## src/common/pms_pkg.sv

```systemverilog
// shared constants and types of the power mode sequencer
package pms_pkg;
  localparam logic [7:0]  PMS_OFF_CTRL    = 8'h00;
  localparam logic [7:0]  PMS_OFF_WK_LO   = 8'h04;
  localparam logic [7:0]  PMS_OFF_WK_HI   = 8'h08;
  localparam logic [7:0]  PMS_OFF_REST    = 8'h0C;
  localparam logic [7:0]  PMS_OFF_RISE1   = 8'h10;
  localparam int          PMS_B_USB_UP    = 9;
  localparam int          PMS_B_USB_DOWN  = 8;
  localparam int          PMS_B_POR_LVL   = 7;
  localparam int          PMS_B_REAPPLY   = 6;
  localparam int          PMS_B_WIDE      = 5;
  localparam int          PMS_B_TMR_EN    = 4;
  localparam int          PMS_B_PIN_LVL   = 3;
  localparam int          PMS_B_PIN_EN    = 2;
  localparam int          PMS_B_SLEEP     = 1;
  localparam int          PMS_B_CLK_DEF   = 0;
  localparam int          PMS_F_DWELL     = 16;
  localparam int          PMS_F_GATE      = 14;
  localparam int          PMS_F_APFM      = 9;
  localparam int          PMS_F_CPFM      = 8;
  localparam int          PMS_F_IO        = 5;
  localparam int          PMS_F_PLL       = 4;
  localparam int          PMS_F_AEN       = 1;
  localparam int          PMS_F_CEN       = 0;
  localparam logic [31:0] PMS_CTRL_RESET  = 32'h0000_0008;
  localparam logic [31:0] PMS_CTRL_WMASK  = 32'h0000_03BD;
  localparam logic [31:0] PMS_WORD_WMASK  = 32'h001F_4331;
  localparam logic [31:0] PMS_REST_RESET  = 32'h0010_0000;
  localparam logic [31:0] PMS_RISE1_RESET = 32'h0010_0020;
  localparam logic [31:0] PMS_WAKE_RESET  = 32'h0000_0000;

  typedef enum logic [2:0] {
    PMS_RUN   = 3'b000,
    PMS_DESC1 = 3'b001,
    PMS_DESC2 = 3'b010,
    PMS_REST  = 3'b011,
    PMS_RISE1 = 3'b100,
    PMS_RISE2 = 3'b101
  } pms_state_e;

  typedef struct packed {
    logic clk_gate;
    logic analogue_pfm;
    logic core_pfm;
    logic io_en;
    logic pll_en;
    logic analogue_en;
    logic core_en;
  } pms_supply_s;

  typedef struct packed {
    logic io;
    logic pll;
    logic analogue;
    logic core;
  } pms_good_s;

  typedef struct packed {
    logic        wr;
    logic        rd;
    logic [7:0]  addr;
    logic [31:0] wdata;
  } pms_req_s;

  // run-state supplies after reset: all four supplies on, pwm, clock running
  localparam pms_supply_s PMS_RUN_SUP = 7'h0F;

  function automatic pms_supply_s pms_decode(input logic [31:0] w);
    pms_supply_s s;
    s.clk_gate     = w[PMS_F_GATE];
    s.analogue_pfm = w[PMS_F_APFM];
    s.core_pfm     = w[PMS_F_CPFM];
    s.io_en        = w[PMS_F_IO];
    s.pll_en       = w[PMS_F_PLL];
    s.analogue_en  = w[PMS_F_AEN];
    s.core_en      = w[PMS_F_CEN];
    return s;
  endfunction : pms_decode

  function automatic logic pms_all_good(input pms_supply_s s, input pms_good_s g);
    return (!s.io_en || g.io) && (!s.pll_en || g.pll) &&
           (!s.analogue_en || g.analogue) && (!s.core_en || g.core);
  endfunction : pms_all_good
endpackage : pms_pkg

```

## src/pms_dwell_timer.sv

```systemverilog
// minimum dwell timer: 2**n cycles of the running clock
`timescale 1ns/1ns
`default_nettype none
module pms_dwell_timer
  import pms_pkg::*;
(
  input  wire logic       clk,
  input  wire logic       rst,
  input  wire logic       start,
  input  wire logic [4:0] log2_n,
  output logic            done
);
  typedef struct packed {
    logic [31:0] cnt;
    logic [31:0] limit;
    logic        done;
  } pms_dwell_s;
  pms_dwell_s q, d;

  // counts on whatever clock drives clk, so a slow sleep clock stretches it
  always_comb begin
    d = q;
    if (start) begin
      d.cnt   = 32'h0;
      d.limit = (32'h1 << log2_n) - 32'h1;
      d.done  = 1'b0;
    end else if (!q.done) begin
      if (q.cnt == q.limit) d.done = 1'b1;
      else d.cnt = q.cnt + 32'h1;
    end
  end

  always_ff @(posedge clk) begin
    if (rst) q <= '0;
    else q <= d;
  end
  assign done = q.done;
endmodule : pms_dwell_timer
`default_nettype wire

```

## src/pms_top.sv

```systemverilog
// power mode sequencer: registers, sleep/wake state machine, supply outputs
//Contract
//- control bit 9 sets usb power-up enable
//- control bit 8 sets usb power-down enable
//- bit 7 picks power-on levels on wake
//- bit 6 re-applies run word, self-clears
//- bit 5 selects full 64-bit time compare
//- bit 4 enables wake on timer match
//- bit 2 enables pin wake, bit 3 level
//- bit 1 starts sleep, only in run
//- bit 0 sleep clock select, rest only
//- low wake word used only when asleep
//- high wake word ignored unless 64-bit
//- rest leaves after dwell only on wake
//- dwell counted on currently running clock
//- dwell field 20:16 gives 2**n cycles
//- first rise waits for enabled supplies good
//- state word bit 14 gates tile clock
//- bits 9/8 choose switcher pwm or pfm
//- bits 5,4,1,0 enable the four supplies
`timescale 1ns/1ns
`default_nettype none
module pms_top
  import pms_pkg::*;
(
  input  wire logic        clk,
  input  wire logic        rst,
  input  wire pms_req_s    req,
  output logic [31:0]      rdata,
  output logic             rvalid,
  input  wire logic [31:0] run_word,
  input  wire logic [31:0] rise2_word,
  input  wire logic [31:0] desc1_word,
  input  wire logic [31:0] desc2_word,
  input  wire logic [63:0] rtc_count,
  input  wire logic        wake_pin,
  input  wire pms_good_s   supply_good,
  output pms_supply_s      supply,
  output logic             usb_power_up_en,
  output logic             usb_power_down_en,
  output logic             use_por_levels,
  output logic             sleep_clk_default,
  output pms_state_e       seq_state
);
  typedef struct packed {
    pms_state_e  st;
    logic [31:0] ctrl;
    logic        sleep_req;
    logic        reapply;
    logic [31:0] wk_lo;
    logic [31:0] wk_hi;
    logic [31:0] rest;
    logic [31:0] rise1;
    logic        pin_s1;
    logic        pin_s2;
    pms_good_s   good_s1;
    pms_good_s   good_s2;
    logic        start;
    logic [4:0]  dwell_n;
    pms_supply_s sup;
    logic        por_out;
    logic        clk_def;
    logic [31:0] rdata;
    logic        rvalid;
  } pms_core_s;

  pms_core_s   q, d;
  logic        dwell_done;
  logic        tmr_hit;
  logic        pin_hit;
  logic        wake_any;
  logic        dwell_ok;
  logic        good_ok;
  pms_state_e  nxt;
  logic [31:0] nxt_word;

  pms_dwell_timer u_dwell (
    .clk    (clk),
    .rst    (rst),
    .start  (q.start),
    .log2_n (q.dwell_n),
    .done   (dwell_done)
  );

  // the compare only runs while asleep, so a match while run_state is not remembered
  pms_wake_cmp u_cmp (
    .clk       (clk),
    .rst       (rst),
    .enable    (q.ctrl[PMS_B_TMR_EN] && q.st == PMS_REST),
    .wide      (q.ctrl[PMS_B_WIDE]),
    .rtc_count (rtc_count),
    .wake_time ({q.wk_hi, q.wk_lo}),
    .hit       (tmr_hit)
  );

  always_comb begin
    pin_hit  = q.ctrl[PMS_B_PIN_EN] && (q.pin_s2 == q.ctrl[PMS_B_PIN_LVL]);
    wake_any = tmr_hit || pin_hit;
    // a done left over from the previous state is masked until the reload
    dwell_ok = dwell_done && !q.start;
    good_ok  = pms_all_good(q.sup, q.good_s2);
    nxt      = q.st;
    unique case (q.st)
      PMS_RUN:   if (q.sleep_req) nxt = PMS_DESC1;
      PMS_DESC1: if (dwell_ok) nxt = PMS_DESC2;
      PMS_DESC2: if (dwell_ok) nxt = PMS_REST;
      PMS_REST:  if (dwell_ok && wake_any) nxt = PMS_RISE1;
      PMS_RISE1: if (dwell_ok && good_ok) nxt = PMS_RISE2;
      PMS_RISE2: if (dwell_ok && good_ok) nxt = PMS_RUN;
      default:   nxt = PMS_RUN;
    endcase
    unique case (nxt)
      PMS_DESC1: nxt_word = desc1_word;
      PMS_DESC2: nxt_word = desc2_word;
      PMS_REST:  nxt_word = q.rest;
      PMS_RISE1: nxt_word = q.rise1;
      PMS_RISE2: nxt_word = rise2_word;
      default:   nxt_word = run_word;
    endcase
  end

  always_comb begin
    d         = q;
    d.rvalid  = 1'b0;
    d.reapply = 1'b0;
    d.start   = 1'b0;
    d.pin_s1  = wake_pin;
    d.pin_s2  = q.pin_s1;
    d.good_s1 = supply_good;
    d.good_s2 = q.good_s1;
    if (nxt != q.st) begin
      d.st      = nxt;
      d.start   = 1'b1;
      d.dwell_n = nxt_word[PMS_F_DWELL +: 5];
      d.sup     = pms_decode(nxt_word);
      if (q.st == PMS_RUN) d.sleep_req = 1'b0;
      if (q.st == PMS_REST) d.por_out = q.ctrl[PMS_B_POR_LVL];
    end else if (q.st == PMS_RUN && q.reapply) begin
      d.sup = pms_decode(run_word);
    end
    // register writes come after the sequencer so a fresh sleep request is kept
    if (req.wr) begin
      unique case (req.addr)
        PMS_OFF_CTRL: begin
          d.ctrl    = req.wdata & PMS_CTRL_WMASK;
          d.reapply = req.wdata[PMS_B_REAPPLY];
          if (req.wdata[PMS_B_SLEEP] && q.st == PMS_RUN) d.sleep_req = 1'b1;
        end
        PMS_OFF_WK_LO: d.wk_lo = req.wdata;
        PMS_OFF_WK_HI: d.wk_hi = req.wdata;
        PMS_OFF_REST:  d.rest  = (req.wdata & PMS_WORD_WMASK) | (q.rest & ~PMS_WORD_WMASK);
        PMS_OFF_RISE1: d.rise1 = (req.wdata & PMS_WORD_WMASK) | (q.rise1 & ~PMS_WORD_WMASK);
        default: ;
      endcase
    end
    // outside rest the sleep clock choice has no effect
    d.clk_def = (d.st == PMS_REST) ? d.ctrl[PMS_B_CLK_DEF] : 1'b1;
    if (req.rd) begin
      d.rvalid = 1'b1;
      unique case (req.addr)
        PMS_OFF_CTRL:  d.rdata = q.ctrl | {30'h0, q.sleep_req, 1'b0};
        PMS_OFF_WK_LO: d.rdata = q.wk_lo;
        PMS_OFF_WK_HI: d.rdata = q.wk_hi;
        PMS_OFF_REST:  d.rdata = q.rest;
        PMS_OFF_RISE1: d.rdata = q.rise1;
        default:       d.rdata = 32'h0;
      endcase
    end
  end

  always_ff @(posedge clk) begin
    if (rst) begin
      q         <= '0;
      q.st      <= PMS_RUN;
      q.ctrl    <= PMS_CTRL_RESET;
      q.wk_lo   <= PMS_WAKE_RESET;
      q.wk_hi   <= PMS_WAKE_RESET;
      q.rest    <= PMS_REST_RESET;
      q.rise1   <= PMS_RISE1_RESET;
      q.sup     <= PMS_RUN_SUP;
      q.clk_def <= 1'b1;
    end else begin
      q <= d;
    end
  end

  assign rdata             = q.rdata;
  assign rvalid            = q.rvalid;
  assign supply            = q.sup;
  assign usb_power_up_en   = q.ctrl[PMS_B_USB_UP];
  assign usb_power_down_en = q.ctrl[PMS_B_USB_DOWN];
  assign use_por_levels    = q.por_out;
  assign sleep_clk_default = q.clk_def;
  assign seq_state         = q.st;

  logic ctrl_wr;
  assign ctrl_wr = req.wr && req.addr == PMS_OFF_CTRL;
endmodule : pms_top
`default_nettype wire

```

## src/pms_wake_cmp.sv

```systemverilog
// wake-time compare against the real-time counter
`timescale 1ns/1ns
`default_nettype none
module pms_wake_cmp
  import pms_pkg::*;
(
  input  wire logic        clk,
  input  wire logic        rst,
  input  wire logic        enable,
  input  wire logic        wide,
  input  wire logic [63:0] rtc_count,
  input  wire logic [63:0] wake_time,
  output logic             hit
);
  typedef struct packed {
    logic hit;
  } pms_cmp_s;
  pms_cmp_s q, d;
  logic lo_eq;
  logic hi_eq;

  // equality, not >=: a wake time already passed waits for the counter to wrap
  always_comb begin
    lo_eq = rtc_count[31:0] == wake_time[31:0];
    hi_eq = rtc_count[63:32] == wake_time[63:32];
    d.hit = enable && lo_eq && (!wide || hi_eq);
  end

  always_ff @(posedge clk) begin
    if (rst) q <= '0;
    else q <= d;
  end
  assign hit = q.hit;
endmodule : pms_wake_cmp
`default_nettype wire

```

## config.mk

```make
export PLATFORM = sky130hd
export DESIGN_NAME = pms_top
export DESIGN_NICKNAME = d
export VERILOG_FILES = /design/src/common/pms_pkg.sv /design/src/pms_dwell_timer.sv /design/src/pms_top.sv /design/src/pms_wake_cmp.sv
export SDC_FILE = /design/constraint.sdc
export NUM_CORES = 1
export LEC_CHECK = 0
export BUFFER_PORTS_ARGS = -buffer_cell sky130_fd_sc_hd__buf_4
export CAP_MARGIN = 20
export CORE_UTILIZATION = 54
export CTS_CLUSTER_SIZE = 28
export DETAILED_ROUTE_END_ITERATION = 10
export HOLD_SLACK_MARGIN = 0.03
export PLACE_DENSITY = 0.79
export SLEW_MARGIN = 15
export SYNTH_ARGS = -nofsm -noshare
export SYNTH_HDL_FRONTEND = slang
export SYNTH_SLANG_ARGS = --single-unit
```

## constraint.sdc

```tcl
create_clock -name clk -period 2.75 [get_ports clk]
set_clock_uncertainty 0.15 [all_clocks]
set_input_delay 0 -clock clk [delete_from_list [all_inputs] [get_ports clk]]
set_output_delay 0 -clock clk [all_outputs]
set_load 0.005 [all_outputs]
```

==> results.ini, run 1 <==
[synthesis]
syn_inst = 1362
ys_seq_area_share_pct = 40.28
synth.yosys.warnings = 0
synth_flop_cell = dfxtp_1
synth.distinct_cells = 67
synth_top_family_by_area = simple AND/OR/NAND/NOR gates
yosys.area_share.simple_pct = 21.42
async_flop_share_pct = 0
synthAdderAreaFrac_pct = 0.2258
avgSynthCellArea_um2 = 8.136
synth-edff-count = 0
synth-compound-area-share_pct = 19.02
ys_ff_latch = 223
synth_nets = 1605
syn_area_um2 = 11080
synth_xor_area_share_pct = 9.642
muxShareOfSynthArea_pct = 2.348

[setup_path]
critPathSlowestCell = dlygate4sd3_1
worstPathCellList = dlygate4sd3_1, buf_4, or4_4, nor3_4, and2_1, and2b_1, and2_2, buf_4, nand2_1, a21oi_1, dlygate4sd3_1
startpoint = req[38]
max_stage_delay_ns = 0.57
cp_data_arrival_time_ns = 2.99
r2r-start = q[163]
required_ns = 3.06
worst-path-buf-inv = 4
crit_path_start_kind = input port
cpLargestDelayFamily = buffers and inverters
worst-setup-path-type = in2reg
worstPathMaxFanout = 13
crit_path_end_kind = flop

[place]
dpl.cell_count = 1743
dp_hpwl_um = 25500
gp_congestion = 0.9345
numPortBuffers = 207

[floorplanning]
start_util_pct = 54.94
dieArea_um2 = 21100
fp.dieH_um = 145.3
core_area_um2 = 20170
die_w_um = 145.3
std_cell_rows = 52
pin_count = 288

[timing]
tns_ns = 0
worst_pin_slew_ns = 0.8978
max_freq_mhz = 373.8
setup_violations = 0
hold_viol = 0
rsz0062_at_grt = false
period_share_pct = 97.28
maxSlewHeadroom_pct = 39.78
slew_violations = 0
fin_crit_ns = 2.675

[route]
antenna_left = 0
wl_met2_um = 17360
wl_per_cell_um = 20.11
wl_met3_um = 3427
drt-initial-drc-count = 1163
vias_per_cell = 6.045
routed_wl_um = 38210
wl_met1_um = 15450
dr.pass1.iters = 7
drc = 0
top_layer = met5
vias = 11485

[hold_path]
hp-start = req[34]
hp-class = in2reg

[outcome]
status = finished, final reports clean

[clock_tree]
cts.clk_slew.worst_paths_ns = 0.06
cts_sinks = 223
cts_made_buffers = 24
clk_path_buf_depth = 3
worstSkewPairLatency_ns = 0.53
cts_tree = done
cts_root_buffer = clkbuf_16
htree_levels = 1

[grt]
grt_pass1_vias = 10917
overflow = 0
grt_usage_pct = 35.31
grt_max_degree = 98
antenna_found_initial = 1
grt_pass1_wl_um = 59010

[final_layout]
drive_gt1_share_pct = 19.82
layout.nets = 1856
nFillCells = 1470
diodes = 0
final_cell_count_no_fill = 1900
area_growth_syn_to_layout_pct = 31.84

[power_and_ir_drop]
p_leak_uw = 0.005805
vdd_drop_max_uv = 425.0
power.density_nw_per_um2 = 498.7

[job]
maxCapViolCount = 0

cell type report:
class	instances	area, um^2	area share (%)
multi-input combinational	986	5849	40.04
sequential	223	4464	30.56
timing repair buffer	363	3068	21.00
clock buffer	32	701.9	4.804
tap	270	337.8	2.312
clock inverter	11	132.6	0.9078
inverter	15	56.30	0.3854
cell families after synthesis:
family / Yosys count
simple gates: 521
compound gates: 317
flops: 223
buf+inv: 153
xor+xnor: 122
mux: 24
fa+ha+maj: 2
where the power goes:
part	total, uW	internal, uW	leakage, uW	switching [uW]
Sequential	3260	3250	0.00180	15.0
Combinational	606	329	0.00359	277
Clock	3420	2070	0.000416	1350
Total	7290	5640	0.00581	1640
cells in the final DEF, fill, tap and decap left out, types with 6 or more instances in the layout:
| master | Yosys | layout |
|---|---|---|
| clkbuf_16 | 0 | 25 |
| nor4_1 | 25 | 25 |
| o21ai_0 | 31 | 30 |
| a2bb2oi_1 | 17 | 17 |
| xor2_1 | 87 | 87 |
| nand2_1 | 236 | 236 |
| nand4_1 | 18 | 18 |
| nor2_1 | 106 | 106 |
| nor3_1 | 20 | 20 |
| a211oi_1 | 16 | 15 |
| mux2i_1 | 8 | 8 |
| dlygate4sd3_1 | 0 | 113 |
| a211o_1 | 7 | 7 |
| xnor2_1 | 35 | 35 |
| clkinv_2 | 0 | 7 |
| a21oi_1 | 131 | 131 |
| inv_1 | 13 | 13 |
| nor2b_1 | 21 | 21 |
| and3_1 | 20 | 20 |
| nand3_1 | 38 | 38 |
| a22o_1 | 11 | 11 |
| mux2_2 | 16 | 16 |
| or3_1 | 8 | 8 |
| a22oi_1 | 41 | 41 |
| dfxtp_1 | 223 | 223 |
| buf_4 | 46 | 242 |
| a311oi_1 | 6 | 6 |
| nand2b_1 | 7 | 7 |
| a221oi_1 | 12 | 11 |
timing repair:
item                                   in CTS  in global routing
endpoints found under the hold margin     134                  0
setup endpoints to repair                   0                 16
gates resized for setup                     0                  9
buffers inserted                            0                  0
hold buffers                              113                  0
state kept, by name (all words and copies together), names as in the netlist:
name and flops:
q 105, u_dwell.q 64, rdata 32, supply 7, d 5, seq_state 3
rvalid 1, sleep_clk_default 1, u_cmp.hit 1, u_dwell.done 1, usb_power_down_en 1, usb_power_up_en 1
use_por_levels 1
worst paths after layout:
path / to / slack (ns) / depth (start not counted)
setup / recovery: q[150] / 0.07 / 11
hold / removal: q[98] / 0.11 / 4
setup reg to reg: u_cmp.hit / 0.09 / 6
hold reg to reg: q[51] / 0.29 / 1
through the flow:
step	hold slack [ns]	utilization (%)	instance area, um^2	setup slack, ns	power, uW
after floorplan	-0.02883	-	11080	0.2540	3523
after global placement	0.06269	62.49	12600	0.1855	3794
after detailed placement	0.06632	62.49	12600	0.04762	3796
after CTS	0.06670	72.24	14570	0.02462	7270
after global routing	0.1179	72.44	14610	0.00001488	7467
final	0.1063	72.44	14610	0.07474	7286
Yosys cell counts (3+ instances only):
| cell type | count | area share (%) |
|---|---|---|
| a2111oi_0 | 3 | 0.24 |
| a211o_1 | 7 | 0.55 |
| a211oi_1 | 16 | 1.1 |
| a21oi_1 | 131 | 5.9 |
| a221o_1 | 3 | 0.27 |
| a221oi_1 | 12 | 0.95 |
| a22o_1 | 11 | 0.87 |
| a22oi_1 | 41 | 2.8 |
| a2bb2oi_1 | 17 | 1.3 |
| a311oi_1 | 6 | 0.47 |
| a31oi_1 | 5 | 0.28 |
| a32oi_1 | 4 | 0.32 |
| and2_1 | 3 | 0.17 |
| and3_1 | 20 | 1.1 |
| buf_1 | 5 | 0.17 |
| buf_2 | 10 | 0.45 |
| buf_4 | 46 | 3.1 |
| buf_6 | 3 | 0.30 |
| clkbuf_1 | 74 | 2.5 |
| dfxtp_1 | 223 | 40 |
| inv_1 | 13 | 0.44 |
| mux2_2 | 16 | 1.6 |
| mux2i_1 | 8 | 0.72 |
| nand2_1 | 236 | 8.0 |
| nand2b_1 | 7 | 0.40 |
| nand3_1 | 38 | 1.7 |
| nand3b_1 | 4 | 0.27 |
| nand4_1 | 18 | 1.0 |
| nor2_1 | 106 | 3.6 |
| nor2b_1 | 21 | 1.2 |
| nor3_1 | 20 | 0.90 |
| nor4_1 | 25 | 1.4 |
| o2111ai_1 | 3 | 0.24 |
| o211ai_1 | 4 | 0.27 |
| o21ai_0 | 31 | 1.4 |
| o2bb2ai_1 | 4 | 0.32 |
| or2_2 | 4 | 0.23 |
| or3_1 | 8 | 0.45 |
| xnor2_1 | 35 | 2.8 |
| xor2_1 | 87 | 6.9 |
routing by layer:
| layer | up-vias | GRT usage (%) |
|---|---|---|
| li1 | 5227 | - |
| met1 | 5411 | 47.87 |
| met2 | 699 | 55.29 |
| met3 | 146 | 4.811 |
| met4 | 2 | 17.21 |
| met5 | - | 0 |
worst register-to-register path: stages, from the launching register on:
cell           delay, ns
dfxtp_1             0.44
xnor2_1             0.15
nand4_1             0.12
dlygate4sd3_1       0.59
nor4_1              0.34
dlygate4sd3_1       0.60
and3_1              0.21
No activity file was read; power rests on OpenSTA's default activity.
==> run 2, diff against run 1 <==
- ABC_AREA: not set -> 1
==> results.ini, run 2 <==
[floorplanning]
dieArea_um2 = 22320  ; was 21100 um^2
pin_count = 288  ; unchanged
die_w_um = 149.4  ; was 145.3 um
fp.dieH_um = 149.4  ; was 145.3 um
std_cell_rows = 53  ; was 52
core_area_um2 = 21150  ; was 20170 um^2
start_util_pct = 55.47  ; was 54.94%

[timing]
hold_viol = 0  ; unchanged
worst_slack_ns = -0.02043  ; was 0.07474 ns
maxSlewHeadroom_pct = 44.97  ; was 39.78%
fin_crit_ns = 2.770  ; was 2.675 ns
worst_pin_slew_ns = 0.8204  ; was 0.8978 ns
slew_violations = 0  ; unchanged
period_share_pct = 100.7  ; was 97.28%
max_freq_mhz = 361.0  ; was 373.8 MHz
setup_violations = 2  ; was 0

[final_layout]
top_register = q  ; unchanged
area_growth_syn_to_layout_pct = 30.81  ; was 31.84%
final_common_cell = nand2_1  ; was buf_4
final_core_utilization_pct = 72.57  ; was 72.44%
layout_common_cells = nand2_1 (349), buf_4 (236), dfxtp_1 (220), nor2_1 (191), o21ai_0 (149)  ; was buf_4 (242), nand2_1 (236), dfxtp_1 (223), a21oi_1 (131), dlygate4sd3_1 (113)
largest_reg_flops = 105  ; unchanged
multi_input_area_um2 = 6081  ; was 5849 um^2
nFillCells = 1622  ; was 1470
layout.nets = 2183  ; was 1856
diodes = 0  ; unchanged
drive_gt1_share_pct = 17.26  ; was 19.82%
seq_area_um2 = 4471  ; was 4464 um^2

[power_and_ir_drop]
clkPwrFrac_pct = 45.8  ; was 46.9%
power.switching_uw = 1838  ; was 1642 uW
p_leak_uw = 0.006301  ; was 0.005805 uW
power.share.combinational_pct = 10.7  ; was 8.3%
intPower_uw = 5768  ; was 5644 uW
swShare_pct = 24.16  ; was 22.54%
p_total_uw = 7606  ; was 7286 uW
vdd_drop_max_uv = 554.2  ; was 425.0 uV
p_seq_share_pct = 43.5  ; was 44.8%
power.density_nw_per_um2 = 495.5  ; was 498.7 nW/um^2

[synthesis]
synth_top_cells_by_count = nand2_1 (353), dfxtp_1 (223), nor2_1 (191)  ; was nand2_1 (236), dfxtp_1 (223), a21oi_1 (131)
synth.distinct_cells = 52  ; was 67
synth_largest_area_cell = dfxtp_1  ; unchanged
ys_ff_latch = 223  ; unchanged
synth-edff-count = 0  ; unchanged
syn_inst = 1683  ; was 1362
synth_most_common_cell = nand2_1  ; unchanged
synth.yosys.warnings = 0  ; unchanged
synth_area_leaders = dfxtp_1 (38%), nand2_1 (11%), o21ai_0 (6.4%)  ; was dfxtp_1 (40%), nand2_1 (8.0%), xor2_1 (6.9%)
synth_nets = 1926  ; was 1605
synth_flop_cell = dfxtp_1  ; unchanged
syn_area_um2 = 11740  ; was 11080 um^2
avgSynthCellArea_um2 = 6.973  ; was 8.136 um^2
yosys.area.top_type_share_pct = 38.04  ; was 40.28%
ys_seq_area_share_pct = 38.04  ; was 40.28%
async_flop_share_pct = 0  ; unchanged

[clock_tree]
cts_tree = done  ; unchanged
clk_path_buf_depth = 3  ; unchanged
cts_root_buffer = clkbuf_16  ; unchanged
cts_made_buffers = 25  ; was 24
cts.clk_slew.worst_paths_ns = 0.06  ; about the same
cts_sinks = 223  ; unchanged
worstSkewPairLatency_ns = 0.53  ; about the same
htree_levels = 1  ; unchanged

[grt]
use_met2_pct = 60.81  ; was 55.29%
grt_max_degree = 53  ; was 98
busiest_layer = met2  ; unchanged
met1_usage_pct = 43.98  ; was 47.87%
grt_usage_pct = 35.45  ; was 35.31%
grt_pass1_wl_um = 62290  ; was 59010 um
use_met3_pct = 5.457  ; was 4.811%
antenna_found_initial = 0  ; was 1
overflow = 0  ; unchanged
grt_pass1_vias = 12031  ; was 10917

[setup_path]
worst-setup-path-type = reg2reg  ; was in2reg
ff2ff_path_depth = 12  ; was 6
worstPathMaxFanout = 7  ; was 13
cp_data_arrival_time_ns = 3.03  ; was 2.99 ns
crit_path_end_kind = flop  ; unchanged
timing.rr.end = supply[1]  ; was u_cmp.hit
r2r-start = seq_state[0]  ; was q[163]
r2r_setup_slack_ns = -0.02  ; was 0.09 ns
crit_path_start_kind = flop  ; was input port
required_ns = 3.01  ; was 3.06 ns

[outcome]
violations = negative setup slack
status = complete, but fails checks  ; was finished, final reports clean

[route]
dr.pass1.iters = 5  ; was 7
antenna_left = 0  ; unchanged
wl_per_cell_um = 18.42  ; was 20.11 um
drc = 0  ; unchanged
vias = 12852  ; was 11485
vias_per_cell = 5.755  ; was 6.045
routed_wl_um = 41130  ; was 38210 um
drt-initial-drc-count = 1243  ; was 1163

[hold_path]
hold_depth = 5  ; was 4
hp-class = in2reg  ; unchanged
hold_path_end = rdata[8]  ; was q[98]
hp-start = req[36]  ; was req[34]

[place]
numPortBuffers = 207  ; unchanged
gp_congestion = 0.9465  ; was 0.9345
dp_hpwl_um = 27580  ; was 25500 um

[job]
maxCapViolCount = 0  ; unchanged

[run 2: cell count changes in the layout (fill, tap and decap cells not counted), sizes merged, moves of 17 or more]
cell / before / now
a22oi: 41 / 2
a2bb2oi: 17 / 0
and3: 20 / 0
inv: 13 / 150
nand2: 236 / 357
nand3: 38 / 71
nand4: 18 / 54
nor2: 106 / 201
nor2b: 21 / 0
o21ai: 31 / 159
xnor2: 35 / 69
xor2: 87 / 24
[run 2: worst max-delay path: stages, from the launching register on]
cell,delay [ns]
dfxtp_2,0.41
inv_2,0.13
nor2_1,0.21
nand3_2,0.18
nand3_2,0.14
nor2_4,0.06
nand3_4,0.11
nand2_1,0.06
nand2_1,0.10
nand3_2,0.20
nand3_1,0.18
nand4_1,0.11
dlygate4sd3_1,0.59
[run 2: worst max path at each step]
stage	startpoint	endpoint	slack [ns]	depth (start not counted)
CTS	q[47]	supply[1]	0.02	10
global route	seq_state[0]	supply[1]	-0.16	11
finish	seq_state[0]	supply[1]	-0.02	12
floorplan	seq_state[2]	supply[4]	0.88	15
detailed placement	q[45]	u_dwell.q[13]	0.41	12
global placement	q[45]	u_dwell.q[13]	0.44	12
[run 2: cell families (layout without fill, tap and decap cells)]
family / Yosys count / after routing / synth area share, %
fa+ha+maj: 2 / 2 / 0.2132
compound gates: 350 / 350 / 16.55
simple gates: 732 / 732 / 27.41
xor+xnor: 93 / 93 / 6.941
buf+inv: 282 / 557 / 10.76
mux: 1 / 1 / 0.08530
flops: 223 / 223 / 38.04
[run 2: metrics by stage]
stage	setup slack [ns]	cell area (um^2)	instances	setup TNS, ns	hold slack (ns)
after floorplan	0.8750	11740	1683	0	-0.04303
after global placement	0.4433	13110	2057	0	0.05639
after detailed placement	0.4090	13110	2057	0	0.05912
after CTS	0.01912	15190	2224	0	0.03582
after global routing	-0.1646	15350	2233	-0.5165	0.1266
final	-0.02043	15350	2233	-0.03735	0.06513
[run 2: area by class of cell]
cell class | instances | share of cell area, %
multi-input combinational | 1178 | 39.61
clock inverter | 7 | 0.7417
sequential | 223 | 29.12
timing repair buffer | 359 | 19.63
clock buffer | 38 | 4.850
tap | 275 | 2.241
inverter | 153 | 3.806
[run 2: what timing repair did]
action / in CTS / in global routing
hold endpoints to repair: 159 / 0
setup buffers: 0 / 9
endpoints found under the setup margin: 0 / 11
resized for setup: 0 / 26
hold buffers: 122 / 0
[run 2: layer usage]
metal,wire [um],share of wire (%)
met1,15820,38
met4,1892,4.6
met5,0,0
met2,19770,48
met3,3647,8.9
[run 2: power by group through the flow]
stage / Combinational (uW) / Sequential, uW / Clock [uW]
after detailed placement: 682 / 3370 / 0
after floorplan: 368 / 3360 / 0
final: 815 / 3310 / 3490
after CTS: 796 / 3300 / 3500
after global placement: 671 / 3370 / 0
after global routing: 876 / 3310 / 3640
